## src/pawg_pkg.sv

```systemverilog
// Shared constants and types for the peripheral access wait generator.
`default_nettype none

package pawg_pkg;

   // ********************************************************************
   // Access kinds
   // ********************************************************************
   typedef enum logic [2:0]
   {
      PAWG_KIND_MODE_WR = 3'b000,
      PAWG_KIND_CHSEL_WR = 3'b001,
      PAWG_KIND_PORTCFG_WR = 3'b010,
      PAWG_KIND_RESULT_RD = 3'b011,
      PAWG_KIND_BUFRAM_WR = 3'b100,
      PAWG_KIND_PLAIN = 3'b111
   } pawg_kind_t;

   // ********************************************************************
   // Widths and wait formula constants
   // ********************************************************************
   localparam int PAWG_KIND_W = 3;
   localparam int PAWG_DIV_W = 4;
   localparam int PAWG_RATIO_W = 8;
   localparam int PAWG_RATIO_FRAC = 4;
   localparam int PAWG_PROD_W = 13;
   localparam int PAWG_CNT_W = 10;
   localparam logic [PAWG_PROD_W-1:0] PAWG_CONV_PERIODS = 13'h0002;
   localparam logic [PAWG_PROD_W-1:0] PAWG_BUF_PERIODS = 13'h0005;
   localparam logic [PAWG_CNT_W-1:0] PAWG_WAIT_EXTRA = 10'h001;
   localparam logic [PAWG_CNT_W-1:0] PAWG_RESULT_MIN_WAIT = 10'h002;
   localparam logic [PAWG_RATIO_FRAC-1:0] PAWG_LOW_WIDTH_FRAC = 4'h8;
   localparam logic [PAWG_PROD_W-1:0] PAWG_BASE_MULT_FULL = 13'h0001;
   localparam logic [PAWG_PROD_W-1:0] PAWG_BASE_MULT_HALF = 13'h0002;
   localparam int PAWG_QUIET_W = 3;
   localparam logic [PAWG_QUIET_W-1:0] PAWG_SER_QUIET_CLKS = 3'h5;
   localparam logic [PAWG_QUIET_W-1:0] PAWG_QUIET_RESET = 3'h0;
   localparam logic [PAWG_CNT_W-1:0] PAWG_CNT_RESET = 10'h000;
   localparam logic [PAWG_CNT_W-1:0] PAWG_CNT_LAST = 10'h001;

endpackage

`default_nettype wire

```

## src/pawg_cnt_if.sv

```systemverilog
// Interface between the wait generator control and its stall counter.
`default_nettype none

interface pawg_cnt_if;
   import pawg_pkg::*;

   logic load;
   logic [PAWG_CNT_W-1:0] count;
   logic busy;
   logic done;

   modport ctrl
   (
      output load,
      output count,
      input busy,
      input done
   );

   modport counter
   (
      input load,
      input count,
      output busy,
      output done
   );
endinterface

`default_nettype wire

```

## src/pawg_wait_counter.sv

```systemverilog
// Stall counter that holds busy for the loaded number of CPU clocks.
`default_nettype none

module pawg_wait_counter
(
   input wire logic clk,
   input wire logic rst,
   pawg_cnt_if.counter bus
);
   import pawg_pkg::*;

   logic [PAWG_CNT_W-1:0] cnt_q;
   logic busy_q;
   logic done_q;

   assign bus.busy = busy_q;
   assign bus.done = done_q;

   // ********************************************************************
   // Down counter
   // ********************************************************************
   always_ff @(posedge clk)
   begin
      if (rst)
      begin
         cnt_q <= PAWG_CNT_RESET;
         busy_q <= 1'b0;
         done_q <= 1'b0;
      end
      else
      begin
         done_q <= 1'b0;
         if (bus.load && !busy_q)
         begin
            if (bus.count == PAWG_CNT_RESET)
            begin
               done_q <= 1'b1;
            end
            else
            begin
               busy_q <= 1'b1; // RQ15
               cnt_q <= bus.count;
            end
         end
         else if (busy_q)
         begin
            cnt_q <= cnt_q - PAWG_CNT_LAST; // RQ7
            if (cnt_q == PAWG_CNT_LAST)
            begin
               busy_q <= 1'b0; // RQ15
               done_q <= 1'b1; // RQ15
            end
         end
      end
   end

endmodule

`default_nettype wire

```

## src/pawg_wait_gen.sv

```systemverilog
// Top of the peripheral access wait generator between CPU bus and peripheral bus.
//
// What this block does
// RQ1: Channel-select write stalls 1 to 7 clocks.
// RQ2: Port-config write stalls 1 to 9 clocks.
// RQ3: Result read stalls 2-13, 2-17 or 2-25 clocks.
// RQ4: Converter wait is two converter periods plus one.
// RQ5: Fastest CPU clock yields the largest converter wait.
// RQ6: Software avoids stalling accesses with peripheral clock stopped.
// RQ7: All waits count in CPU clock periods.
// RQ8: Buffer RAM write stalls 1 to 81 clocks.
// RQ9: Buffer wait is five serial periods plus one.
// RQ10: Buffer fraction truncated up to low width, else rounded.
// RQ11: Serial base clock is full or half peripheral.
// RQ12: No buffer wait after five quiet serial clocks.
// RQ13: Hold next instruction until data crossed safely.
// RQ14: Mode write stalls 1 to 5 clocks.
// RQ15: Wait held exactly computed clocks, completion on release.
`default_nettype none

module pawg_wait_gen
(
   input wire logic CLOCK,
   input wire logic SYS_RST,
   input wire logic ACC_VALID,
   input wire pawg_pkg::pawg_kind_t ACC_KIND,
   input wire logic [pawg_pkg::PAWG_DIV_W-1:0] CONV_CLK_DIV,
   input wire logic [pawg_pkg::PAWG_RATIO_W-1:0] CPU_PER_PRS_RATIO,
   input wire logic SERIAL_BASE_CLK_SEL,
   input wire logic SER_UNIT_RAM_WR,
   input wire logic SER_UNIT_CLK,
   output logic CPU_WAIT,
   output logic ACC_DONE
);
   import pawg_pkg::*;

   // ********************************************************************
   // Declarations
   // ********************************************************************
   pawg_cnt_if cnt_bus ();

   logic wr_sync1_q;
   logic wr_sync2_q;
   logic wr_last_q;
   logic sck_sync1_q;
   logic sck_sync2_q;
   logic sck_last_q;
   logic [PAWG_QUIET_W-1:0] quiet_q;
   logic [PAWG_QUIET_W-1:0] quiet_d;
   logic load_q;
   logic [PAWG_CNT_W-1:0] count_q;
   logic [PAWG_CNT_W-1:0] count_d;

   logic wr_rise;
   logic sck_rise;
   logic ser_quiet;
   logic take;
   logic is_mode_wr;
   logic is_chsel_wr;
   logic is_portcfg_wr;
   logic is_result_rd;
   logic is_bufram_wr;
   logic is_conv;
   logic [PAWG_PROD_W-1:0] conv_prod;
   logic [PAWG_CNT_W-1:0] conv_wait;
   logic [PAWG_CNT_W-1:0] result_wait;
   logic [PAWG_PROD_W-1:0] base_mult;
   logic [PAWG_PROD_W-1:0] buf_prod;
   logic [PAWG_RATIO_FRAC-1:0] buf_frac;
   logic buf_round_up;
   logic [PAWG_CNT_W-1:0] buf_int;
   logic [PAWG_CNT_W-1:0] buf_wait;

   // ********************************************************************
   // Serial unit activity crossing
   // ********************************************************************
   // Both serial signals come from the peripheral clock domain, so only the
   // second stage of each synchroniser feeds the edge detectors.
   always_ff @(posedge CLOCK)
   begin
      if (SYS_RST)
      begin
         wr_sync1_q <= 1'b0;
         wr_sync2_q <= 1'b0;
         wr_last_q <= 1'b0;
         sck_sync1_q <= 1'b0;
         sck_sync2_q <= 1'b0;
         sck_last_q <= 1'b0;
      end
      else
      begin
         wr_sync1_q <= SER_UNIT_RAM_WR;
         wr_sync2_q <= wr_sync1_q;
         wr_last_q <= wr_sync2_q;
         sck_sync1_q <= SER_UNIT_CLK;
         sck_sync2_q <= sck_sync1_q;
         sck_last_q <= sck_sync2_q;
      end
   end

   assign wr_rise = wr_sync2_q && !wr_last_q;
   assign sck_rise = sck_sync2_q && !sck_last_q;

   // ********************************************************************
   // Serial quiet counter
   // ********************************************************************
   // A serial write in the same cycle as a serial clock edge restarts the
   // count, so a fresh serial write is never missed.
   always_comb
   begin
      quiet_d = quiet_q;
      if (wr_rise)
      begin
         quiet_d = PAWG_QUIET_RESET; // RQ12
      end
      else if (sck_rise && (quiet_q != PAWG_SER_QUIET_CLKS))
      begin
         quiet_d = quiet_q + 3'h1; // RQ12
      end
   end

   assign ser_quiet = (quiet_q == PAWG_SER_QUIET_CLKS); // RQ12

   always_ff @(posedge CLOCK)
   begin
      if (SYS_RST)
      begin
         quiet_q <= PAWG_QUIET_RESET;
      end
      else
      begin
         quiet_q <= quiet_d;
      end
   end

   // ********************************************************************
   // Access decode
   // ********************************************************************
   // A request still held on the done cycle belongs to the access that just ended,
   // so it is not taken a second time.
   assign take = ACC_VALID && !cnt_bus.busy && !load_q && !cnt_bus.done; // RQ13
   assign is_mode_wr = (ACC_KIND == PAWG_KIND_MODE_WR); // RQ14
   assign is_chsel_wr = (ACC_KIND == PAWG_KIND_CHSEL_WR); // RQ1
   assign is_portcfg_wr = (ACC_KIND == PAWG_KIND_PORTCFG_WR); // RQ2
   assign is_result_rd = (ACC_KIND == PAWG_KIND_RESULT_RD); // RQ3
   assign is_bufram_wr = (ACC_KIND == PAWG_KIND_BUFRAM_WR); // RQ8
   assign is_conv = is_mode_wr || is_chsel_wr || is_portcfg_wr;

   // ********************************************************************
   // Converter wait count
   // ********************************************************************
   // The ratio is CPU clocks per peripheral clock period in fixed point, so a
   // faster CPU raises the product and the wait with it.
   assign conv_prod = PAWG_CONV_PERIODS * PAWG_PROD_W'(CONV_CLK_DIV)
                    * PAWG_PROD_W'(CPU_PER_PRS_RATIO); // RQ4 RQ5
   assign conv_wait = PAWG_CNT_W'(conv_prod[PAWG_PROD_W-1:PAWG_RATIO_FRAC])
                    + PAWG_WAIT_EXTRA; // RQ4
   assign result_wait = (conv_wait < PAWG_RESULT_MIN_WAIT) ? PAWG_RESULT_MIN_WAIT
                      : conv_wait; // RQ3

   // ********************************************************************
   // Buffer RAM wait count
   // ********************************************************************
   assign base_mult = SERIAL_BASE_CLK_SEL ? PAWG_BASE_MULT_HALF
                    : PAWG_BASE_MULT_FULL; // RQ11
   assign buf_prod = PAWG_BUF_PERIODS * base_mult
                   * PAWG_PROD_W'(CPU_PER_PRS_RATIO); // RQ9
   assign buf_frac = buf_prod[PAWG_RATIO_FRAC-1:0];
   // The low-level width is taken as half a CPU period; a clock with another
   // duty cycle would need a different threshold.
   assign buf_round_up = (buf_frac > PAWG_LOW_WIDTH_FRAC); // RQ10
   assign buf_int = PAWG_CNT_W'(buf_prod[PAWG_PROD_W-1:PAWG_RATIO_FRAC]);
   assign buf_wait = buf_int + PAWG_CNT_W'(buf_round_up) + PAWG_WAIT_EXTRA; // RQ9 RQ8

   // ********************************************************************
   // Wait selection
   // ********************************************************************
   always_comb
   begin
      count_d = PAWG_CNT_RESET;
      if (is_conv)
      begin
         count_d = conv_wait; // RQ1 RQ2 RQ14
      end
      else if (is_result_rd)
      begin
         count_d = result_wait; // RQ3
      end
      else if (is_bufram_wr && !ser_quiet)
      begin
         count_d = buf_wait; // RQ8 RQ12
      end
   end

   always_ff @(posedge CLOCK)
   begin
      if (SYS_RST)
      begin
         load_q <= 1'b0;
         count_q <= PAWG_CNT_RESET;
      end
      else
      begin
         load_q <= take;
         if (take)
         begin
            count_q <= count_d;
         end
      end
   end

   // ********************************************************************
   // Stall counter
   // ********************************************************************
   assign cnt_bus.load = load_q;
   assign cnt_bus.count = count_q;

   pawg_wait_counter u_counter
   (
      .clk(CLOCK),
      .rst(SYS_RST),
      .bus(cnt_bus.counter)
   );

   assign CPU_WAIT = cnt_bus.busy; // RQ13 RQ15
   assign ACC_DONE = cnt_bus.done; // RQ15

endmodule

`default_nettype wire

```

## config.mk

```make
export PLATFORM = sky130hd
export DESIGN_NAME = pawg_wait_gen
export DESIGN_NICKNAME = d
export VERILOG_FILES = /design/src/pawg_pkg.sv /design/src/pawg_cnt_if.sv /design/src/pawg_wait_counter.sv /design/src/pawg_wait_gen.sv
export SDC_FILE = /design/constraint.sdc
export NUM_CORES = 1
export LEC_CHECK = 0
export BUFFER_PORTS_ARGS = -buffer_cell sky130_fd_sc_hd__buf_4
export CORE_UTILIZATION = 40
export CTS_CLUSTER_DIAMETER = 50
export DETAILED_ROUTE_END_ITERATION = 8
export GPL_ROUTABILITY_DRIVEN = 0
export PLACE_DENSITY = 0.56
export RECOVER_POWER = 25
export SLEW_MARGIN = 30
export SYNTH_ARGS = -nofsm -noshare
export SYNTH_HDL_FRONTEND = slang
export SYNTH_SLANG_ARGS = --single-unit
export TNS_END_PERCENT = 20
```

## constraint.sdc

```tcl
create_clock -name CLOCK -period 5.05 [get_ports CLOCK]
set_input_delay 0.7575 -clock CLOCK [delete_from_list [all_inputs] [get_ports CLOCK]]
set_output_delay 0.7575 -clock CLOCK [all_outputs]
set_load 0.03 [all_outputs]
```

==> results of run 1 <==
==> per-stage QoR <==
step / cells / hold WS, ns / worst slack [ns] / instance area [um^2] / total power [W]
after CTS: 638 / 0.4368 / 0.5124 / 4255 / 0.001329
after global placement: 630 / 0.4171 / 0.3034 / 4165 / 0.001116
after detailed placement: 630 / 0.4223 / 0.2182 / 4165 / 0.001121
final: 638 / 0.4311 / 0.4233 / 4252 / 0.001315
after floorplan: 486 / 0.4138 / 0.4916 / 3849 / 0.0009397
after global routing: 638 / 0.4686 / 0.1352 / 4252 / 0.001448
==> sequential cells by signal, summed over array words and instances, names as in the netlist <==
signal,flops
cnt_bus.count,10
u_counter.cnt_q,10
quiet_q,3
cnt_bus.load,1
sck_last_q,1
sck_sync1_q,1
sck_sync2_q,1
u_counter.bus.busy,1
u_counter.bus.done,1
wr_last_q,1
wr_sync1_q,1
wr_sync2_q,1
==> cell usage after synthesis (2+ instances only) <==
cell	count
nor4_1	6
o221ai_1	3
and2_2	2
nor4b_1	2
or3_1	4
nand3_1	11
or4_1	5
nor2_1	45
nand4_1	6
inv_1	63
nand2_1	35
nand2b_1	8
a21oi_1	23
conb_1	2
dfxtp_1	32
a31oi_1	4
xnor2_1	14
or4b_2	2
nor3_1	12
o211ai_1	3
o221a_2	2
o21ai_0	17
o21a_1	2
a211oi_1	9
or2_2	3
and2_1	23
clkbuf_1	9
a32oi_1	2
fa_1	24
o31ai_1	2
a21o_1	6
nor2b_1	14
and3_1	3
a22oi_1	3
xor2_1	14
ha_1	43
==> how the worst min path moves through the flow <==
stage | startpoint | end | slack (ns) | cells after the start
global placement | wr_sync1_q$_SDFF_PP0_ | wr_sync2_q$_SDFF_PP0_ | 0.42 | 1
floorplan | sck_sync1_q$_SDFF_PP0_ | sck_sync2_q$_SDFF_PP0_ | 0.41 | 1
global route | sck_sync1_q$_SDFF_PP0_ | sck_sync2_q$_SDFF_PP0_ | 0.47 | 1
finish | wr_sync1_q$_SDFF_PP0_ | wr_sync2_q$_SDFF_PP0_ | 0.43 | 1
CTS | wr_sync1_q$_SDFF_PP0_ | wr_sync2_q$_SDFF_PP0_ | 0.44 | 1
detailed placement | wr_sync1_q$_SDFF_PP0_ | wr_sync2_q$_SDFF_PP0_ | 0.42 | 1
==> where the power goes <==
part	switching, W	total (W)	internal (W)	leakage (nW)
Combinational	0.000458	0.000801	0.000343	1.63
Sequential	0.0000311	0.000316	0.000285	0.263
Clock	0.0000866	0.000198	0.000111	0.0455
Total	0.000576	0.00131	0.000739	1.94
==> worst max-delay path: cells and delay by family <==
family	cells	cell delay, ns
AOI/OAI and AO/OA	7	1.63
adders and majority gates	3	1.42
and+or+nand+nor	2	0.68
buffers and inverters	3	0.22
==> layer usage <==
layer | up-vias | part of all wire, % | GRT usage (%)
li1 | 1708 | - | -
met1 | 1516 | 50 | 23.15
met2 | 30 | 48 | 30.82
met3 | 6 | 1.4 | 1.393
met4 | 0 | 0.82 | 4.186
met5 | - | 0 | 0
==> final cells by class <==
| cell class | instances | area (um^2) |
|---|---|---|
| clock buffers | 8 | 90.09 |
| inverters | 63 | 236.5 |
| well taps | 129 | 161.4 |
| multi-input cells | 381 | 2939 |
| repair buffers | 25 | 183.9 |
| flip-flops and latches | 32 | 640.6 |
| fillers | 967 | 5032 |
==> cells by family after synthesis <==
family                     synth area share [%]
muxes                                    0.5543
and+or+nand+nor                           24.81
AOI/OAI and AO/OA                         17.22
buffers and inverters                     7.173
DFF                                       16.69
other                                    0.1957
adders and majority gates                 26.54
xor gates and xnor gates                  6.815
==> cells in the final DEF, fill, tap and decap left out, drive strengths merged, types with 8 or more instances in the layout <==
| cell type | synthesis | layout |
|---|---|---|
| a211oi | 10 | 10 |
| a21oi | 23 | 23 |
| and2 | 25 | 25 |
| buf | 1 | 24 |
| clkbuf | 9 | 9 |
| dfxtp | 32 | 32 |
| fa | 24 | 24 |
| ha | 43 | 43 |
| inv | 63 | 63 |
| nand2 | 35 | 35 |
| nand2b | 8 | 8 |
| nand3 | 12 | 12 |
| nor2 | 45 | 45 |
| nor2b | 14 | 14 |
| nor3 | 12 | 12 |
| o21ai | 18 | 18 |
| xnor2 | 14 | 14 |
| xor2 | 15 | 15 |
==> run_results.csv, run 1 <==
group,metric,value,unit
outcome,status,"completed",
routing,wl,8.127,mm
synth,synth_area,3837,um^2
power_and_ir_drop,p_per_area,309.3,nW/um^2
critical_path,rrSetupSlack,2.65,ns
power_and_ir_drop,vdd_drop_max,0.1056,mV
sta,layout_min_cycle_time,4.627,ns
clock_tree,clk_root_buffer_cell,"clkbuf_8",
clock_tree,cts.repair.resized,0,
floorplan,io-pin-count,23,
critical_path,timing.rr.start,"cnt_bus.count[4]$_SDFFE_PP0P_",
sta,rsz0062_at_grt,"no",
power_and_ir_drop,leakagePower,1.937,nW
synth,synth_area_leader_cell,"dfxtp_1",
critical_path,critPathMaxStageDelay,0.53,ns
synth,ys_ff_latch,32,
clock_tree,post-cts-setup-buffer-count,0,
global_route,antenna_found_initial,0,
sta,fin_setup_tns,0,ns
critical_path,path_max_fanout,6,
floorplan,die_w,99.95,um
critical_path,path_cells,"buf_4, and2_1, fa_1, inv_1, fa_1, inv_1, ha_1, a211oi_2, o211ai_1, a211o_1, or4b_1, o221a_2, a2111oi_4, o32a_2, a211oi_1",
final_layout,area_growth,10.79,%
routing,dr.first_iter.drc_count,78,
final_layout,final_util,45.80,%
place,place.port_buffers,22,
final_layout,nets,596,
global_route,grt_max_degree,31,
sta,fmax,216.1,MHz
routing,wire_per_inst,12.74,um
final_layout,antenna_cells,0,
clock_tree,htreeDepth,2,
critical_path,endpoint,"cnt_bus.count[0]$_SDFFE_PP0P_",
global_route,grt_first_pass_wirelength,14.34,mm
synth,synth_edf_count,0,
critical_path,worst_r2r_endpoint,"u_counter.cnt_q[1]$_SDFFE_PP0P_",
place,dp_hpwl,6.681,mm
global_route,grt_usage,17.47,%
floorplan,num_rows,35,
critical_path,startpoint,"CPU_PER_PRS_RATIO[3]",
synth,ys_top_cells_by_area,"dfxtp_1 (17%), ha_1 (14%), fa_1 (13%), inv_1 (6.2%), nor2_1 (4.4%)",
job,cap_violations,0,
clock_tree,cts.sinks,32,
clock_tree,holdBufCountCts,0,
sta,hold_viol,0,
floorplan,die_area,9989,um^2
global_route,grt_pass1_vias,3151,
synth,synth_flop_cell,"dfxtp_1",
sta,slew_viol_final,0,
clock_tree,cts_tree,"yes",
global_route,grt_overflow,0,
routing,first_pass_iters,4,
synth,synth_cell_types,61,
routing,drc_errors,0,
synth,synth_top_cell_area_share,16.69,%
critical_path,crit_path_end_kind,"flop",
min_path,hold_class,"reg2reg",
clock_tree,cts_max_path_buffers,2,
synth,syn_area_per_cell,7.945,um^2
synth,synth-seq-area-share,16.69,%
critical_path,rr_worst_depth,7,
floorplan,initial_core_util,41.33,%
clock_tree,clk_latency,0.28,ns
sta,fin_skew,0.004631,ns
critical_path,critPathKind,"in2reg",
sta,slew-limit-headroom,8.084,%
synth,synth_warnings,0,
sta,fin_crit_sh,91.62,%
clock_tree,cts_buffers,5,
synth,synthCells,483,
critical_path,arrival,4.71,ns
routing,viasPerCell,5.110,
sta,worst_pin_slew,1.379,ns
routing,ant_nets,0,
floorplan,core_area,9284,um^2
clock_tree,clkTransAtPathRegs,0.06,ns
sta,setup_viol,0,
critical_path,cp_slowest_cell,"fa_1",
synth,async_reset_ff_share,0,%
routing,num_vias,3260,
floorplan,die_height,99.95,um
critical_path,worstPathRequired,5.14,ns
critical_path,critPathLaunchType,"input pin",
final_layout,drive_gt1_share,9.234,%
No activity file was read; power rests on OpenSTA's default activity.
==> run 2: changes to the inputs <==
ABC_AREA = 1   (was not set)
==> run 2 against run 1 <==
Clock skew grew 0.0011 ns. Global-route usage increased by 1.7 points. Register-to-register slack gained 0.37 ns.
==> run_results.csv, run 2 <==
group,metric,value,unit
outcome,status,"completed",
power_and_ir_drop,p_sw,0.0007211,W
synth,synth_flop_cell,"dfxtp_1",
global_route,grt_pass1_vias,3855,
sta,slew-limit-headroom,30.30,%
power_and_ir_drop,pwr-share-comb,61.5,%
global_route,grt_overflow,0,
sta,worst_slack,0.9403,ns
final_layout,final_cell_mix,"nand2_1 (171), inv_1 (153), nor2_1 (58)",
power_and_ir_drop,vdd_drop_max,0.1619,mV
critical_path,critPathLaunchType,"input pin",
synth,synthMuxAreaShare,0,%
critical_path,path_max_fanout,16,
routing,wl,9.607,mm
synth,synthSimpleGateAreaFrac,32.57,%
final_layout,drive_gt1_share,8.608,%
clock_tree,cts_max_path_buffers,2,
critical_path,path_cells,"buf_4, inv_1, nand2_1, inv_1, ha_1, inv_1, fa_1, inv_1, fa_1, ha_1, a21oi_1, nand2_1, xor2_1, inv_2, nand2_1, nor2_1, nand2_1, nand2_1, o22ai_1, o21ai_0, a21oi_1",
synth,syn_area_per_cell,6.325,um^2
place,dp_cells,825,
min_path,hold_class,"reg2reg",
floorplan,die_w,105.2,um
routing,dr.first_iter.drc_count,184,
critical_path,timing.rr.start,"cnt_bus.count[0]$_SDFFE_PP0P_",
global_route,grt_max_degree,24,
place,post_dp_cell_area,4568,um^2
final_layout,instances_no_fill,833,
clock_tree,htreeDepth,2,
sta,layout_min_cycle_time,4.110,ns
place,dp_hpwl,8.136,mm
place,place.port_buffers,22,
critical_path,startpoint,"SERIAL_BASE_CLK_SEL",
place,dp_slack,0.6479,ns
sta,fin_crit_sh,81.38,%
routing,num_vias,4051,
routing,wire_per_inst,11.53,um
floorplan,num_rows,37,
synth,synth_cell_types,41,
sta,fin_setup_tns,0,ns
synth,synth_edf_count,0,
floorplan,die_area,11060,um^2
sta,fmax,243.3,MHz
synth,async_reset_ff_share,0,%
global_route,grt_first_pass_wirelength,17.54,mm
clock_tree,cts.repair.resized,0,
synth,netlist_top_cells_count,"nand2_1 (171), inv_1 (153), nor2_1 (58)",
power_and_ir_drop,p_per_area,316.3,nW/um^2
routing,drc_errors,0,
clock_tree,clk_root_buffer_cell,"clkbuf_8",
critical_path,path_common_cell,"nand2_1",
clock_tree,holdBufCountCts,0,
clock_tree,clkTransAtPathRegs,0.07,ns
routing,viasPerCell,4.863,
clock_tree,cts_tree,"yes",
sta,slew_viol_final,0,
synth,synthXorXnorAreaFrac,2.646,%
clock_tree,post-cts-setup-buffer-count,0,
critical_path,critPathMaxStageDelay,0.49,ns
synth,synthAdderAreaFrac,23.93,%
critical_path,crit_path_end_kind,"flop",
critical_path,arrival,4.24,ns
clock_tree,clk_latency,0.29,ns
clock_tree,cts.sinks,32,
global_route,grt_usage,19.13,%
power_and_ir_drop,power_frac_seq,21.7,%
synth,synth_area,4257,um^2
sta,fin_skew,0.005776,ns
synth,synth_top_cell_area_share,15.08,%
synth,synth_top_family_by_area,"simple AND/OR/NAND/NOR gates",
synth,synthCells,673,
synth,synth_most_common_cell,"nand2_1",
final_layout,layout_commonest_cell,"nand2_1",
final_layout,antenna_cells,0,
routing,ant_nets,0,
final_layout,stdcell_area,4672,um^2
sta,worst_pin_slew,1.046,ns
synth,ys_ff_latch,32,
sta,hold_viol,0,
routing,first_pass_iters,5,
synth,synth_compound_area_share,11.14,%
floorplan,core_area,10320,um^2
critical_path,rrSetupSlack,3.02,ns
power_and_ir_drop,internal-power,0.0007566,W
clock_tree,cts_buffers,5,
critical_path,critPathKind,"in2reg",
final_layout,nets,784,
floorplan,io-pin-count,23,
power_and_ir_drop,p_clk_share,16.7,%
floorplan,initial_core_util,41.23,%
global_route,antenna_found_initial,0,
synth,ys_top_cells_by_area,"nand2_1 (15%), dfxtp_1 (15%), inv_1 (13%), ha_1 (13%), fa_1 (11%)",
min_path,hp-start,"wr_sync1_q$_SDFF_PP0_",
synth,synth-seq-area-share,15.05,%
job,cap_violations,0,
floorplan,die_height,105.2,um
synth,synth_area_leader_cell,"nand2_1",
critical_path,cp_slowest_cell,"fa_1",
power_and_ir_drop,switching_share,48.80,%
final_layout,area_growth,9.759,%
critical_path,worstPathRequired,5.18,ns
synth,synth_warnings,0,
sta,rsz0062_at_grt,"no",
sta,setup_viol,0,
power_and_ir_drop,leakagePower,2.649,nW
[run 2: changes by cell type in the layout (fill, tap and decap cells not counted), sizes merged, moves of 8 or more]
cell / previous run / this run
nor2b: 14 / 0
and2: 25 / 1
nand2: 35 / 179
inv: 63 / 154
nand2b: 8 / 0
o21ai: 18 / 26
a21oi: 23 / 33
nor2: 45 / 66
nand3: 12 / 49
xnor2: 14 / 1
[run 2: metrics by stage]
stage | hold WS [ns] | total power, W | utilization [%]
after floorplan | 0.3883 | 0.001031 | -
after global placement | 0.3887 | 0.001222 | 44.25
after detailed placement | 0.3950 | 0.001229 | 44.25
after CTS | 0.4051 | 0.001483 | 45.33
after global routing | 0.4180 | 0.001649 | 45.26
final | 0.4022 | 0.001478 | 45.26
[run 2: worst max-delay path: cells and delay by family]
family,cells,cell delay (ns)
and+or+nand+nor,6,0.61
adders and majority gates,4,1.60
AOI/OAI and AO/OA,4,0.58
buffers and inverters,6,0.48
xor gates and xnor gates,1,0.19
[run 2: path summary, 6_finish.rpt]
kind	end	depth (start not counted)
min reg2reg	wr_sync2_q$_SDFF_PP0_	2
max reg2reg	u_counter.cnt_q[0]$_SDFFE_PP0P_	8
min	wr_sync2_q$_SDFF_PP0_	2
max	cnt_bus.count[4]$_SDFFE_PP0P_	21
[run 2: power by group through the flow]
stage | Clock (W) | Sequential, W | Combinational, W
after floorplan | 0 | 0.000321 | 0.000711
after global placement | 0 | 0.000325 | 0.000897
final | 0.000247 | 0.000321 | 0.000909
after CTS | 0.000251 | 0.000321 | 0.000912
after global routing | 0.000266 | 0.000326 | 0.00106
after detailed placement | 0 | 0.000326 | 0.000904
[run 2: routing by layer]
| layer | vias up | part of all wire (%) | global-route usage (%) |
|---|---|---|---|
| met3 | 8 | 2.7 | 2.433 |
| met4 | 0 | 0.69 | 2.616 |
| met1 | 1871 | 52 | 27.58 |
| li1 | 2122 | - | - |
| met5 | - | 0 | 0 |
| met2 | 50 | 45 | 31.03 |
[run 2: layout make-up]
class	instances	area [um^2]
Tap cell	136	170.2
Clock inverter	3	42.54
Multi-Input combinational cell	480	3010
Inverter	155	581.8
Timing Repair Buffer	22	157.7
Sequential cell	32	640.6
Fill cell	1095	5652
Clock buffer	5	68.82
[run 2: cells by family after synthesis]
group / after synthesis
AOI/OAI and AO/OA: 82
and+or+nand+nor: 314
DFF: 32
buffers and inverters: 164
other: 2
xor gates and xnor gates: 12
adders and majority gates: 67
==> run 3: changes to the inputs <==
clock period = 4.1 ns   (was 5.05 ns; I/O delays follow)
==> run 3 against run 2 <==
Core utilization up 1.5 points. Non-clock buffer count is 16 higher. Critical path depth is 2 higher. Power rose by 27%. Clock skew grew 0.0013 ns. Sequential cell count is the same. Setup slack worse by 0.64 ns. Count of clock-buffer cells in the layout did not move. First-iteration DRC count shrank 10%. Combinational power grew 30%. Hold slack better by 0.0035 ns. Sequential share of layout area shrank 0.44 points.
==> run_results.csv, run 3 (synthesis results as in run 2) <==
group,metric,value,unit
critical_path,crit_path_end_kind,"flop",
sta,hold_viol,0,
final_layout,final_cell_mix,"nand2_1 (170), inv_1 (153), nor2_1 (57)",
clock_tree,cts.repair.resized,0,
power_and_ir_drop,leakagePower,2.731,nW
floorplan,initial_core_util,41.23,%
sta,fin_skew,0.007027,ns
critical_path,critPathKind,"in2reg",
global_route,grt_first_pass_wirelength,17.46,mm
sta,fmax,263.2,MHz
min_path,min_to,"wr_sync2_q$_SDFF_PP0_",
critical_path,arrival,3.96,ns
final_layout,stdcell_area,4826,um^2
routing,ant_nets,0,
final_layout,area_growth,13.37,%
power_and_ir_drop,p_per_area,389.3,nW/um^2
clock_tree,cts_max_path_buffers,2,
final_layout,antenna_cells,0,
clock_tree,clk_root_buffer_cell,"clkbuf_8",
floorplan,die_area,11060,um^2
final_layout,layout_commonest_cell,"nand2_1",
global_route,antenna_found_initial,0,
sta,slew_viol_final,0,
final_layout,nets,800,
critical_path,path_max_fanout,8,
final_layout,instances_no_fill,849,
critical_path,critPathLaunchType,"input pin",
place,place.port_buffers,22,
min_path,hold_path_depth,2,
routing,wl,9.620,mm
sta,worst_pin_slew,0.7637,ns
sta,timing.hold.ws,0.4058,ns
routing,drc_errors,0,
routing,dr.first_iter.drc_count,165,
final_layout,drive_gt1_share,11.64,%
critical_path,rr_worst_depth,8,
clock_tree,holdBufCountCts,0,
critical_path,rrSetupSlack,2.07,ns
floorplan,io-pin-count,23,
sta,setup_viol,0,
final_layout,nFillCells,1079,
routing,wire_per_inst,11.33,um
floorplan,die_height,105.2,um
min_path,hp-start,"wr_sync1_q$_SDFF_PP0_",
clock_tree,htreeDepth,2,
critical_path,worstPathRequired,4.26,ns
clock_tree,post-cts-setup-buffer-count,0,
routing,num_vias,4056,
sta,slew-limit-headroom,48.66,%
place,dp_hpwl,8.103,mm
power_and_ir_drop,totalPowerFinal,0.001879,W
clock_tree,clk_latency,0.28,ns
sta,layout_min_cycle_time,3.799,ns
routing,viasPerCell,4.777,
floorplan,num_rows,37,
job,cap_violations,0,
global_route,grt_max_degree,24,
outcome,status,"completed",
clock_tree,clkTransAtPathRegs,0.07,ns
clock_tree,cts_tree,"yes",
min_path,hold_class,"reg2reg",
sta,fin_crit_sh,92.66,%
routing,first_pass_iters,5,
critical_path,worst_r2r_endpoint,"u_counter.cnt_q[8]$_SDFFE_PP0P_",
floorplan,core_area,10320,um^2
global_route,grt_pass1_vias,3917,
global_route,grt_usage,19.11,%
global_route,grt_overflow,0,
place,dp_cells,841,
place,post_dp_cell_area,4688,um^2
floorplan,die_w,105.2,um
critical_path,timing.rr.start,"cnt_bus.count[0]$_SDFFE_PP0P_",
final_layout,final_util,46.75,%
clock_tree,cts.sinks,32,
critical_path,startpoint,"CONV_CLK_DIV[2]",
power_and_ir_drop,vdd_drop_max,0.1947,mV
clock_tree,cts_buffers,5,
## run 3: changes by cell type in the layout (fill, tap and decap cells not counted), sizes merged
cell and change:
buf +17, clkbuf -1
## run 3: worst max-delay path by stage
| stage | to | slack, ns | cells after the start |
|---|---|---|---|
| floorplan | cnt_bus.count[8]$_SDFFE_PP0P_ | 0.04 | 21 |
| global placement | cnt_bus.count[8]$_SDFFE_PP0P_ | -0.03 | 21 |
| detailed placement | cnt_bus.count[8]$_SDFFE_PP0P_ | -0.005 | 23 |
| CTS | cnt_bus.count[0]$_SDFFE_PP0P_ | 0.30 | 23 |
| global route | cnt_bus.count[8]$_SDFFE_PP0P_ | -0.004 | 23 |
| finish | cnt_bus.count[0]$_SDFFE_PP0P_ | 0.30 | 23 |
## run 3: per-layer routing
metal | global-route usage [%] | part of all wire (%) | vias to the layer above | wire (um)
met5 | 0 | 0 | - | 0
met4 | 1.811 | 0.17 | 0 | 16
met3 | 2.371 | 3.1 | 2 | 294
met2 | 32.12 | 45 | 44 | 4315
met1 | 27.01 | 52 | 1854 | 4994
li1 | - | - | 2156 | -
## run 3: power breakdown
group / switching (W) / internal, W / leakage [nW]
Sequential: 0.0000375 / 0.000356 / 0.262
Clock: 0.000121 / 0.000180 / 0.0541
Combinational: 0.000743 / 0.000442 / 2.41
## run 3: cell type report
type	count	area [um^2]	area share, %
clock buffer	5	68.82	1.426
clock inverter	3	42.54	0.8815
inverter	155	581.8	12.06
multi-input combinational	480	3040	63.00
sequential	32	640.6	13.27
tap	136	170.2	3.526
timing repair buffer	38	281.5	5.834
## run 3: per-stage QoR
stage	setup TNS (ns)	setup WS [ns]
CTS	0	0.3029
detailed placement	-0.004784	-0.004784
finish	0	0.3011
global placement	-0.05342	-0.02911
floorplan	0	0.03714
global route	-0.004485	-0.004485
## run 3: critical path, cell delays in order
cell and delay (ns):
buf_4 0.13, nand2_1 0.08, fa_1 0.52, inv_1 0.07, fa_1 0.56, inv_1 0.06, fa_1 0.45, inv_1 0.07
nand2_1 0.04, nand2_1 0.14, nand3b_1 0.16, nand2_1 0.12, nand2_1 0.08, nand2_2 0.10, nand3_2 0.11, o21bai_1 0.14
nand2_1 0.11, nor2_1 0.10, nand2_1 0.07, nand2_1 0.06, nand2_1 0.05, nand2_1 0.07, a21oi_2 0.05
